### src/inc/aopc_pkg.sv
// Constants for the always-on power control register bank
package aopc_pkg;

  // Register byte addresses on the APB
  localparam logic [31:0] ADDR_HIB  = 32'h5000_0310;
  localparam logic [31:0] ADDR_PULL = 32'h5000_0314;
  localparam logic [31:0] ADDR_AON  = 32'h5000_0320;
  localparam logic [31:0] ADDR_GP   = 32'h5000_0324;
  localparam logic [31:0] ADDR_STAT = 32'h5000_0328;

  // Register widths
  localparam int HIB_W  = 7;
  localparam int PULL_W = 1;
  localparam int AON_W  = 15;
  localparam int GP_W   = 8;
  localparam int STAT_W = 7;

  // Reset values
  localparam logic [HIB_W-1:0]  HIB_RST  = 7'h0;
  localparam logic [PULL_W-1:0] PULL_RST = 1'h1;
  localparam logic [AON_W-1:0]  AON_RST  = 15'h8;
  localparam logic [GP_W-1:0]   GP_RST   = 8'h00;

  // Hibernation control fields
  localparam int HIB_MASK_MSB = 6;
  localparam int HIB_MASK_LSB = 2;
  localparam int HIB_POL_BIT  = 1;
  localparam int HIB_EN_BIT   = 0;

  // Always-on power control fields
  localparam int AON_TRIM_MSB  = 13;
  localparam int AON_TRIM_LSB  = 10;
  localparam int AON_CMP_BIT   = 9;
  localparam int AON_MODE_MSB  = 8;
  localparam int AON_MODE_LSB  = 7;
  localparam int AON_CHG_BIT   = 6;
  localparam int AON_HIMSK_BIT = 3;
  localparam int AON_LOMSK_BIT = 2;
  localparam int AON_RES_MSB   = 1;
  localparam int AON_RES_LSB   = 0;

  // General-purpose data fields
  localparam int GP_FILT_BIT = 7;
  localparam int GP_VDD_BIT  = 6;
  localparam int GP_VREF_BIT = 5;
  localparam int GP_SCR_MSB  = 3;
  localparam int GP_SCR_LSB  = 0;

  // Synchronised input vector positions, also status register layout
  localparam int IN_W         = 6;
  localparam int IN_WAKE_STAT = 0;
  localparam int IN_BOOST     = 1;
  localparam int IN_SLEEP     = 2;
  localparam int IN_POR_HI    = 3;
  localparam int IN_POR_LO    = 4;
  localparam int IN_LINK_AUTO = 5;
  localparam int STAT_WAKE_EV = 6;

  // Converter mode force encodings
  typedef enum logic [1:0] {
    AOPC_CONV_AUTO0 = 2'b00,
    AOPC_CONV_AUTO1 = 2'b01,
    AOPC_CONV_BUCK  = 2'b10,
    AOPC_CONV_BOOST = 2'b11
  } aopc_conv_e;

  // Rail link resistor encodings
  typedef enum logic [1:0] {
    AOPC_RES_OFF    = 2'b00,
    AOPC_RES_ON     = 2'b01,
    AOPC_RES_SLP_ON = 2'b10,
    AOPC_RES_AUTO   = 2'b11
  } aopc_res_e;

endpackage

### src/hw/aopc_sync.sv
// Two-flop synchroniser for a vector of asynchronous levels
`timescale 1ns/1ps
module aopc_sync #(
  parameter int W = 1
) (
  input  wire logic         core_clk,
  input  wire logic         rst,
  input  wire logic [W-1:0] d,
  output logic      [W-1:0] q
);

  logic [W-1:0] meta_r;

  // First stage feeds only the second stage
  always_ff @(posedge core_clk) begin
    if (rst) begin
      meta_r <= '0;
      q      <= '0;
    end else begin
      meta_r <= d;
      q      <= meta_r;
    end
  end

endmodule // aopc_sync

### src/hw/aopc_regs.sv
// Always-on power control register bank with APB slave
`timescale 1ns/1ps

////////////////////////////////////////////////////////////////////////////////
// Summary of operation
// Five-bit wake pin mask, bits 6:2
// Wake when status leaves one in hibernation
// Hibernation enable switches sleep domain off in sleep
// Software sets boot remap before hibernating
// Pull override resets one, forces pull-up boost
// Retention clamp trim bits 13:10, reset zero
// Bit 9 turns comparator off in sleep
// Mode force: 0x auto, 11 boost, 10 buck
// Bit 6 stops high rail charging boost
// Bit 3 masks high detector reset, default set
// Bit 2 masks low detector reset, default clear
// Resistor control: off, on, sleep-on, auto
// Bit 7 zero enables pin RC filter
// Bit 6 ties oscillator bias to supply
// Bit 5 selects reference bias source
// Scratch bits 3:0 plain storage, reset zero
module aopc_regs (
  input  wire logic        core_clk,
  input  wire logic        rst,
  // APB slave
  input  wire logic        psel,
  input  wire logic        penable,
  input  wire logic        pwrite,
  input  wire logic [31:0] paddr,
  input  wire logic [31:0] pwdata,
  output logic      [31:0] prdata,
  output logic             pready,
  output logic             pslverr,
  // Analog and power-manager levels, asynchronous
  input  wire logic        clockless_wake_status,
  input  wire logic        boost_detected,
  input  wire logic        sleep_active,
  input  wire logic        por_vbat_high_req,
  input  wire logic        por_vbat_low_req,
  input  wire logic        rail_link_auto_req,
  // Controls toward the always-on domain
  output logic [4:0]       wake_pin_mask,
  output logic             wake_polarity,
  output logic             hibernation_enable,
  output logic             sleep_power_domain_on,
  output logic             wake_event,
  output logic             pull_up_force,
  output logic [3:0]       retention_clamp_trim,
  output logic             sleep_comparator_off,
  output logic             converter_boost,
  output logic             converter_forced,
  output logic             vbat_charge_off,
  output logic             por_vbat_high_rst,
  output logic             por_vbat_low_rst,
  output logic             rail_link_resistor_on,
  output logic             pin_rc_filter_en,
  output logic             slow_osc_bias_to_supply,
  output logic             slow_osc_bias_to_reference
);

  ////////////////////////////////////////////////////////////////////////////////
  // Declarations

  logic [aopc_pkg::HIB_W-1:0]  hib_r;
  logic [aopc_pkg::PULL_W-1:0] pull_r;
  logic [aopc_pkg::AON_W-1:0]  aon_r;
  logic [aopc_pkg::GP_W-1:0]   gp_r;
  logic [aopc_pkg::IN_W-1:0]   in_s;
  logic                        wake_stat_d_r;
  logic                        wake_ev_r;
  logic                        wake_seen_r;
  logic                        access;
  logic                        wr_en;
  logic                        rd_en;
  logic                        hit;
  logic [31:0]                 rd_nxt;
  logic [31:0]                 prdata_r;
  logic                        pready_r;
  logic                        pslverr_r;
  logic                        boost_nxt;
  logic                        hibernating;
  logic [1:0]                  mode_fld;
  logic [1:0]                  res_fld;
  logic                        res_nxt;

  logic                        sleep_pd_on_r;
  logic                        pull_up_r;
  logic                        cmp_off_r;
  logic                        conv_boost_r;
  logic                        conv_forced_r;
  logic                        chg_off_r;
  logic                        por_hi_r;
  logic                        por_lo_r;
  logic                        res_on_r;
  logic                        filt_en_r;

  ////////////////////////////////////////////////////////////////////////////////
  // Input synchronisers

  aopc_sync #(
    .W (aopc_pkg::IN_W)
  ) u_sync (
    .core_clk (core_clk),
    .rst      (rst),
    .d        ({rail_link_auto_req, por_vbat_low_req, por_vbat_high_req,
                sleep_active, boost_detected, clockless_wake_status}),
    .q        (in_s)
  );

  ////////////////////////////////////////////////////////////////////////////////
  // APB handshake

  // One wait state keeps every bus output registered
  assign access = psel && penable;
  assign wr_en  = access && pready_r && pwrite;
  assign rd_en  = access && !pready_r && !pwrite;

  always_ff @(posedge core_clk) begin
    if (rst) begin
      pready_r <= 1'b0;
    end else begin
      pready_r <= access && !pready_r;
    end
  end

  always_comb begin
    hit = 1'b1;
    case (paddr)
      aopc_pkg::ADDR_HIB:  rd_nxt = {25'h0, hib_r};
      aopc_pkg::ADDR_PULL: rd_nxt = {31'h0, pull_r};
      aopc_pkg::ADDR_AON:  rd_nxt = {17'h0, aon_r};
      aopc_pkg::ADDR_GP:   rd_nxt = {24'h000000, gp_r};
      aopc_pkg::ADDR_STAT: rd_nxt = {25'h0, wake_seen_r, in_s};
      default: begin
        hit    = 1'b0;
        rd_nxt = 32'h00000000;
      end
    endcase
  end

  always_ff @(posedge core_clk) begin
    if (rst) begin
      prdata_r  <= 32'h00000000;
      pslverr_r <= 1'b0;
    end else if (access && !pready_r) begin
      prdata_r  <= rd_en ? rd_nxt : 32'h00000000;
      pslverr_r <= !hit;
    end else begin
      pslverr_r <= 1'b0;
    end
  end

  ////////////////////////////////////////////////////////////////////////////////
  // Registers

  always_ff @(posedge core_clk) begin
    if (rst) begin
      hib_r <= aopc_pkg::HIB_RST;
    end else if (wr_en && paddr == aopc_pkg::ADDR_HIB) begin
      hib_r <= pwdata[aopc_pkg::HIB_W-1:0];
    end
  end

  always_ff @(posedge core_clk) begin
    if (rst) begin
      pull_r <= aopc_pkg::PULL_RST;
    end else if (wr_en && paddr == aopc_pkg::ADDR_PULL) begin
      pull_r <= pwdata[aopc_pkg::PULL_W-1:0];
    end
  end

  // Reserved bits stay writable so software sees what it wrote
  always_ff @(posedge core_clk) begin
    if (rst) begin
      aon_r <= aopc_pkg::AON_RST;
    end else if (wr_en && paddr == aopc_pkg::ADDR_AON) begin
      aon_r <= pwdata[aopc_pkg::AON_W-1:0];
    end
  end

  always_ff @(posedge core_clk) begin
    if (rst) begin
      gp_r <= aopc_pkg::GP_RST;
    end else if (wr_en && paddr == aopc_pkg::ADDR_GP) begin
      gp_r <= pwdata[aopc_pkg::GP_W-1:0];
    end
  end

  ////////////////////////////////////////////////////////////////////////////////
  // Field decode

  assign mode_fld    = aon_r[aopc_pkg::AON_MODE_MSB:aopc_pkg::AON_MODE_LSB];
  assign res_fld     = aon_r[aopc_pkg::AON_RES_MSB:aopc_pkg::AON_RES_LSB];
  assign hibernating = in_s[aopc_pkg::IN_SLEEP] && hib_r[aopc_pkg::HIB_EN_BIT];

  always_comb begin
    case (aopc_pkg::aopc_conv_e'(mode_fld))
      aopc_pkg::AOPC_CONV_BOOST: boost_nxt = 1'b1;
      aopc_pkg::AOPC_CONV_BUCK:  boost_nxt = 1'b0;
      default:                   boost_nxt = in_s[aopc_pkg::IN_BOOST];
    endcase
  end

  always_comb begin
    case (aopc_pkg::aopc_res_e'(res_fld))
      aopc_pkg::AOPC_RES_OFF:    res_nxt = 1'b0;
      aopc_pkg::AOPC_RES_ON:     res_nxt = 1'b1;
      aopc_pkg::AOPC_RES_SLP_ON: res_nxt = in_s[aopc_pkg::IN_SLEEP] ||
                                           in_s[aopc_pkg::IN_LINK_AUTO];
      default:                   res_nxt = in_s[aopc_pkg::IN_LINK_AUTO];
    endcase
  end

  ////////////////////////////////////////////////////////////////////////////////
  // Sleep and wake

  always_ff @(posedge core_clk) begin
    if (rst) begin
      sleep_pd_on_r <= 1'b1;
    end else begin
      sleep_pd_on_r <= !hibernating;
    end
  end

  // Status is trusted only while hibernating; software set polarity for a one
  always_ff @(posedge core_clk) begin
    if (rst) begin
      wake_stat_d_r <= 1'b0;
      wake_ev_r     <= 1'b0;
    end else begin
      wake_stat_d_r <= in_s[aopc_pkg::IN_WAKE_STAT];
      wake_ev_r     <= hibernating && wake_stat_d_r
                       && !in_s[aopc_pkg::IN_WAKE_STAT];
    end
  end

  // Sticky record, cleared by a status read; a new event wins over the clear
  always_ff @(posedge core_clk) begin
    if (rst) begin
      wake_seen_r <= 1'b0;
    end else if (wake_ev_r) begin
      wake_seen_r <= 1'b1;
    end else if (wr_en == 1'b0 && access && pready_r && !pwrite
                 && paddr == aopc_pkg::ADDR_STAT) begin
      wake_seen_r <= 1'b0;
    end
  end

  ////////////////////////////////////////////////////////////////////////////////
  // Converter and supply controls

  always_ff @(posedge core_clk) begin
    if (rst) begin
      conv_boost_r  <= 1'b0;
      conv_forced_r <= 1'b0;
    end else begin
      conv_boost_r  <= boost_nxt;
      conv_forced_r <= mode_fld[1];
    end
  end

  always_ff @(posedge core_clk) begin
    if (rst) begin
      pull_up_r <= 1'b0;
    end else begin
      pull_up_r <= pull_r[0] && boost_nxt;
    end
  end

  always_ff @(posedge core_clk) begin
    if (rst) begin
      chg_off_r <= 1'b0;
    end else begin
      chg_off_r <= aon_r[aopc_pkg::AON_CHG_BIT] && boost_nxt;
    end
  end

  always_ff @(posedge core_clk) begin
    if (rst) begin
      cmp_off_r <= 1'b0;
    end else begin
      cmp_off_r <= aon_r[aopc_pkg::AON_CMP_BIT] && in_s[aopc_pkg::IN_SLEEP];
    end
  end

  always_ff @(posedge core_clk) begin
    if (rst) begin
      res_on_r <= 1'b0;
    end else begin
      res_on_r <= res_nxt;
    end
  end

  ////////////////////////////////////////////////////////////////////////////////
  // Supply monitor reset masking

  // Gated after sync, so a pulse shorter than one clock may be lost
  always_ff @(posedge core_clk) begin
    if (rst) begin
      por_hi_r <= 1'b0;
      por_lo_r <= 1'b0;
    end else begin
      por_hi_r <= in_s[aopc_pkg::IN_POR_HI] && !aon_r[aopc_pkg::AON_HIMSK_BIT];
      por_lo_r <= in_s[aopc_pkg::IN_POR_LO] && !aon_r[aopc_pkg::AON_LOMSK_BIT];
    end
  end

  ////////////////////////////////////////////////////////////////////////////////
  // Pin filter

  always_ff @(posedge core_clk) begin
    if (rst) begin
      filt_en_r <= 1'b1;
    end else begin
      filt_en_r <= !gp_r[aopc_pkg::GP_FILT_BIT];
    end
  end

  ////////////////////////////////////////////////////////////////////////////////
  // Outputs

  assign prdata                     = prdata_r;
  assign pready                     = pready_r;
  assign pslverr                    = pslverr_r;
  assign wake_pin_mask              = hib_r[aopc_pkg::HIB_MASK_MSB:aopc_pkg::HIB_MASK_LSB];
  assign wake_polarity              = hib_r[aopc_pkg::HIB_POL_BIT];
  assign hibernation_enable         = hib_r[aopc_pkg::HIB_EN_BIT];
  assign sleep_power_domain_on      = sleep_pd_on_r;
  assign wake_event                 = wake_ev_r;
  assign pull_up_force              = pull_up_r;
  assign retention_clamp_trim       = aon_r[aopc_pkg::AON_TRIM_MSB:aopc_pkg::AON_TRIM_LSB];
  assign sleep_comparator_off       = cmp_off_r;
  assign converter_boost            = conv_boost_r;
  assign converter_forced           = conv_forced_r;
  assign vbat_charge_off            = chg_off_r;
  assign por_vbat_high_rst          = por_hi_r;
  assign por_vbat_low_rst           = por_lo_r;
  assign rail_link_resistor_on      = res_on_r;
  assign pin_rc_filter_en           = filt_en_r;
  assign slow_osc_bias_to_supply    = gp_r[aopc_pkg::GP_VDD_BIT];
  assign slow_osc_bias_to_reference = gp_r[aopc_pkg::GP_VREF_BIT];

endmodule // aopc_regs

### config.mk
export PLATFORM = sky130hd
export DESIGN_NAME = aopc_regs
export DESIGN_NICKNAME = d
export VERILOG_FILES = /design/src/inc/aopc_pkg.sv /design/src/hw/aopc_sync.sv /design/src/hw/aopc_regs.sv
export SDC_FILE = /design/constraint.sdc
export NUM_CORES = 1
export LEC_CHECK = 0
export ABC_AREA = 0
export BUFFER_PORTS_ARGS = -buffer_cell sky130_fd_sc_hd__buf_4
export CAP_MARGIN = 10
export CORE_ASPECT_RATIO = 1.75
export CORE_MARGIN = 3
export CORE_UTILIZATION = 28
export DETAILED_ROUTE_END_ITERATION = 10
export RECOVER_POWER = 100
export SYNTH_ARGS = -nofsm -noshare
export SYNTH_HDL_FRONTEND = slang
export SYNTH_SLANG_ARGS = --single-unit
### constraint.sdc
create_clock -name core_clk -period 2 [get_ports core_clk]
set_clock_uncertainty 0.05 [all_clocks]
set_input_delay 0.2 -clock core_clk [delete_from_list [all_inputs] [get_ports core_clk]]
set_output_delay 0.2 -clock core_clk [all_outputs]
set_load 0.02 [all_outputs]
# After elaboration in Yosys (flattened, before gate mapping)
# Index checks and enable logic that the tools add are counted.
# Widths: inputs -> output; s select.
[totals]
regBits = 90
latch_bits = 0
mem_bits_rw = 0
rom_bits = 0
inputBits = 75
output_inout_bits = 58
wordCells = 74
n_memories = 0
[op_classes]
n_addsub = 0
mul = 0
n_div = 0
order_cmp = 0
eq_ne = 9
shift = 0
mux = 7
bitwise = 2
n_reduce_logical = 34
[op_table]
columns = ["operator", "count"]
rows = [
  ["$eq 32x31->1 const B", 5],
  ["$pmux 15 s5", 1],
  ["$mux 32", 1],
  ["$logic_and 1x1->1", 21],
  ["$logic_not 1->1", 8],
  ["$eq 2x2->1 const B", 3],
  ["$reduce_or 5->1", 1],
  ["$mux 1", 3],
  ["$pmux 1 s3", 1],
  ["$eq 2x1->1 const B", 1],
  ["$logic_not 2->1", 1],
  ["$not 1->1", 2],
  ["$pmux 1 s2", 1],
  ["$reduce_bool 2->1", 1],
  ["$reduce_or 2->1", 1],
  ["$logic_or 1x1->1", 1],
]

# Logic depth before layout (Yosys ltp)
[depth]
ltp_word = 10
ltp_mapped = 6
mapped_depth_nobuf = 4

# Cells and area by module
# A second synthesis with hierarchy kept.
[hier_totals]
hier_cells = 311
area_unflattened_um2 = 3221.8
[modules_own_cells]
columns = ["module", "instances", "cells_each", "area_each_um2", "seq_area_each_um2"]
rows = [
  ["aopc_regs", 1, 286, 2855.2, 1221.2],
  ["aopc_sync", 1, 25, 366.6, 240.2],
]

# Worst setup path before layout
# No wires, ideal clock.
[synth_path]
path_kind = "register to register"
from = "register pready_r (netlist: pready)"
to = "register prdata_r[0] (netlist: prdata[0])"
setup_ps = 67
arrival_time_ps = 1971
t_required_ps = 1883
setup_slack_ps = -88
stages_incl_launch_ff = 6
n_path_buf = 1
synth_period_minus_slack_ps = 2088
cell_sequence = "dfxtp_1 or4bb_1 or4_1 or4_1 buf_6 o21ai_2"
[synth_between]
elab_chain_len = 4
[synth_rtl]
columns = ["item", "line_no", "text"]
rows = [
  ["from (decl)", "aopc_regs.sv:78", "logic pready_r;"],
  ["from (signal assigned)", "aopc_regs.sv:122", "pready_r <= access && !pready_r;"],
  ["$logic_not 1->1 *", "aopc_regs.sv:116, aopc_regs.sv:145", ""],
  ["$logic_and 1x1->1 *", "aopc_regs.sv:116, aopc_regs.sv:145", ""],
  ["$logic_and 1x1->1", "aopc_regs.sv:116", "assign rd_en = access && !pready_r && !pwrite;"],
  ["$mux 32", "aopc_regs.sv:146", "prdata_r <= rd_en ? rd_nxt : 32'h00000000;"],
  ["to (signal assigned)", "aopc_regs.sv:146", ""],
  ["to (decl)", "aopc_regs.sv:77", "logic [31:0] prdata_r;"],
]
# Every way passes the cells marked *; elsewhere a longest branch is shown, timed or not.
# A chain may end at the register's enable or synchronous reset.

# Worst setup path after layout
[layout_path]
from = "register pready_r (netlist: pready)"
to = "register prdata_r[2] (netlist: prdata[2])"
# The elaborated chain is that of the path after synthesis.

==> results.cfg <==
[outcome]
outcome = finished with violations
violations = negative setup slack

[timing]
setup_slack_ns = -0.0529
max_freq_mhz = 487
slew_viol_final = 0
tightest_slew_ns = 1.12
finalSetupTns_ns = -0.312
rsz0062_at_grt = true
hold_viol_final = 0
slew-limit-headroom_pct = 25.4
fin_crit_ns = 2.05
setup_viol = 8
finalCritPeriodShare_pct = 103

[clock_network]
clockBufferDepth = 2
clock_sinks = 73
cts_tree = built
path_clk_slew_ns = 0.05
cts_max_level = 3
cts_buffers = 9
clkLatencyLatePin_ns = 0.33
clock_tree.root_cell = clkbuf_16

[logic_synthesis]
seq_area_frac_synth_pct = 47.3
ys_seq_elements = 73
synthCells = 319
ys_top_cells_by_area = dfxtp_1 (47%), mux2i_1 (6.5%), buf_4 (5.1%)
syn_area_per_cell_um2 = 9.69
ys_types = 46
netlist.area_leader.share_pct = 47.3
synth_top_cell_by_area = dfxtp_1
yosys_warnings = 0
syn_area_mm2 = 0.00309

[global_routing]
grt_max_degree = 38
grt.overflow.total = 0
grt_pass1_vias = 2876
grt.total_usage_pct = 15.5
grt_pass1_wl_um = 14800
antenna_found_initial = 0

[detailed_routing]
drt-initial-drc-count = 151
wl_per_cell_um = 16.8
ant_nets = 0
drc = 0
viasPerCell = 5.04
vias = 2836
routed_wl_um = 9450
drtPass1Iterations = 4

[place]
place_ws_ns = -0.238
place_hpwl_um = 7380
gp_congestion = 0.864
portBuffers = 98

[pwr]
leakagePower_nw = 1.61
p_per_area_mw_per_mm2 = 806
total_power_mw = 3.34
peakVddDrop_v = 0.000432

[worst_setup_path]
cp.arrival_ns = 2.27
worstRegToRegCells = 4
cp-endpoint = prdata[2]$_SDFFE_PP0P_
worstSetupEndpointType = register
crit_type = reg2reg
reg2reg_slack_ns = -0.05
regToRegEndpoint = prdata[2]$_SDFFE_PP0P_
crit_fanout = 8
rr_startpoint = pready$_SDFF_PP0_
crit_start = pready$_SDFF_PP0_
worstPathRequired_ns = 2.22
start_kind = register

[finish]
final_common_cell = buf_4
fin_nets = 505
fillers = 1159
num_antenna_cells = 0
most-common-layout-cells = buf_4 (74), dfxtp_1 (72), clkbuf_1 (44), nand2_1 (35), mux2i_1 (20)
syn2layout_area_growth_pct = 34.3
drive_above_1_share_pct = 26.1

[floorplanning]
io_pins = 133
rows = 50
coreArea_mm2 = 0.0108
die_w_um = 85.4
fp.dieH_um = 145
dieArea_mm2 = 0.0124
start_util_pct = 28.7

[job]
maxCapViolations = 0

[min_path]
hp-class = in2reg
## worst min-delay path by stage
stage,from,end,cells after the start
2_1_floorplan,rst,converter_forced$_SDFF_PP0_,1
3_3_place_gp,rail_link_auto_req,u_sync.meta_r[5]$_SDFF_PP0_,2
3_5_place_dp,rail_link_auto_req,u_sync.meta_r[5]$_SDFF_PP0_,2
4_1_cts,rail_link_auto_req,u_sync.meta_r[5]$_SDFF_PP0_,2
5_1_grt,por_vbat_low_req,u_sync.meta_r[4]$_SDFF_PP0_,2
6_report,boost_detected,u_sync.meta_r[1]$_SDFF_PP0_,2
## routing by layer
layer	GRT usage [%]	part of all wire (%)	wire length, um	vias to the layer above
li1	-	-	-	1351
met1	15.1	35	3290	1334
met2	29.4	55	5240	123
met3	3.92	6.3	592	28
met4	7.45	3.4	325	0
met5	0	0	0	-
## metrics by stage
step / std cells / util, % / hold slack, ns / area [um2]
floorplan: 335 / - / 0.240 / 3150
global placement: 550 / 37.6 / 0.367 / 4050
detailed placement: 550 / 37.6 / 0.364 / 4050
CTS: 564 / 40.5 / 0.0134 / 4360
global route: 563 / 38.6 / 0.0222 / 4150
finish: 563 / 38.6 / 0.0233 / 4150
## cells in the mapped netlist, drive strengths merged
master / count
nor4b: 2
or4bb: 1
or3: 2
a22o: 2
and4: 2
a32o: 6
and2: 4
or4b: 1
conb: 1
o211a: 1
nor2b: 17
clkbuf: 18
a21oi: 7
nand4: 9
nor4: 16
mux2i: 20
a2bb2oi: 1
a41oi: 1
nor2: 9
or4: 5
nor3b: 3
mux2: 1
a221oi: 1
nor3: 2
a31o: 6
nand2: 35
o31ai: 7
and3b: 1
nand3: 6
buf: 24
a211oi: 1
o22a: 5
o21ai: 9
inv: 4
nor4bb: 2
or2: 1
a22oi: 11
and3: 2
dfxtp: 73
## power breakdown
group	switching [mW]	total [mW]	leakage (nW)	internal, mW
Clock	0.583	1.64	0.147	1.05
Combinational	0.125	0.232	0.871	0.107
Sequential	0.00672	1.48	0.592	1.47
Total	0.715	3.34	1.61	2.63
## worst max-delay path, cell delays in order (launching register included)
cell and delay (ns):
dfxtp_2 0.31, or4bb_1 0.49, or4_4 0.44, or4_4 0.53, o21ai_2 0.16
## state kept, by name (all words and copies together), names as in the netlist, 6 cells and up
| name | cells |
|---|---|
| aon_r | 15 |
| prdata | 15 |
| gp_r | 8 |
| hib_r | 7 |
| u_sync.meta_r | 6 |
| u_sync.q | 6 |
## kinds of logic after synthesis
group / Yosys count / share of synthesized area (%)
AO/OA/AOI/OAI: 58 / 15.0
buffers and inverters: 46 / 8.42
flip-flops: 73 / 47.3
multiplexers: 21 / 6.84
other: 1 / 0.121
AND/OR/NAND/NOR: 120 / 22.3
## timing repair
action / 4_1_cts / 5_1_grt
hold buffers: 0 / 0
pin swaps: 0 / 2
endpoints found under the setup margin: 8 / 8
gates resized for setup: 3 / 0
buffers inserted: 0 / 0
## final cells by class
class                      count  area [um2]  share of cell area [%]
tap                          130         163                    3.92
sequential                    73        1460                    35.2
multi-input combinational    216        1430                    34.4
inverter                       4        15.0                   0.362
timing repair buffer         126         778                    18.8
clock buffer                  12         267                    6.42
clock inverter                 2        37.5                   0.904
No activity file was read; power rests on OpenSTA's default activity.
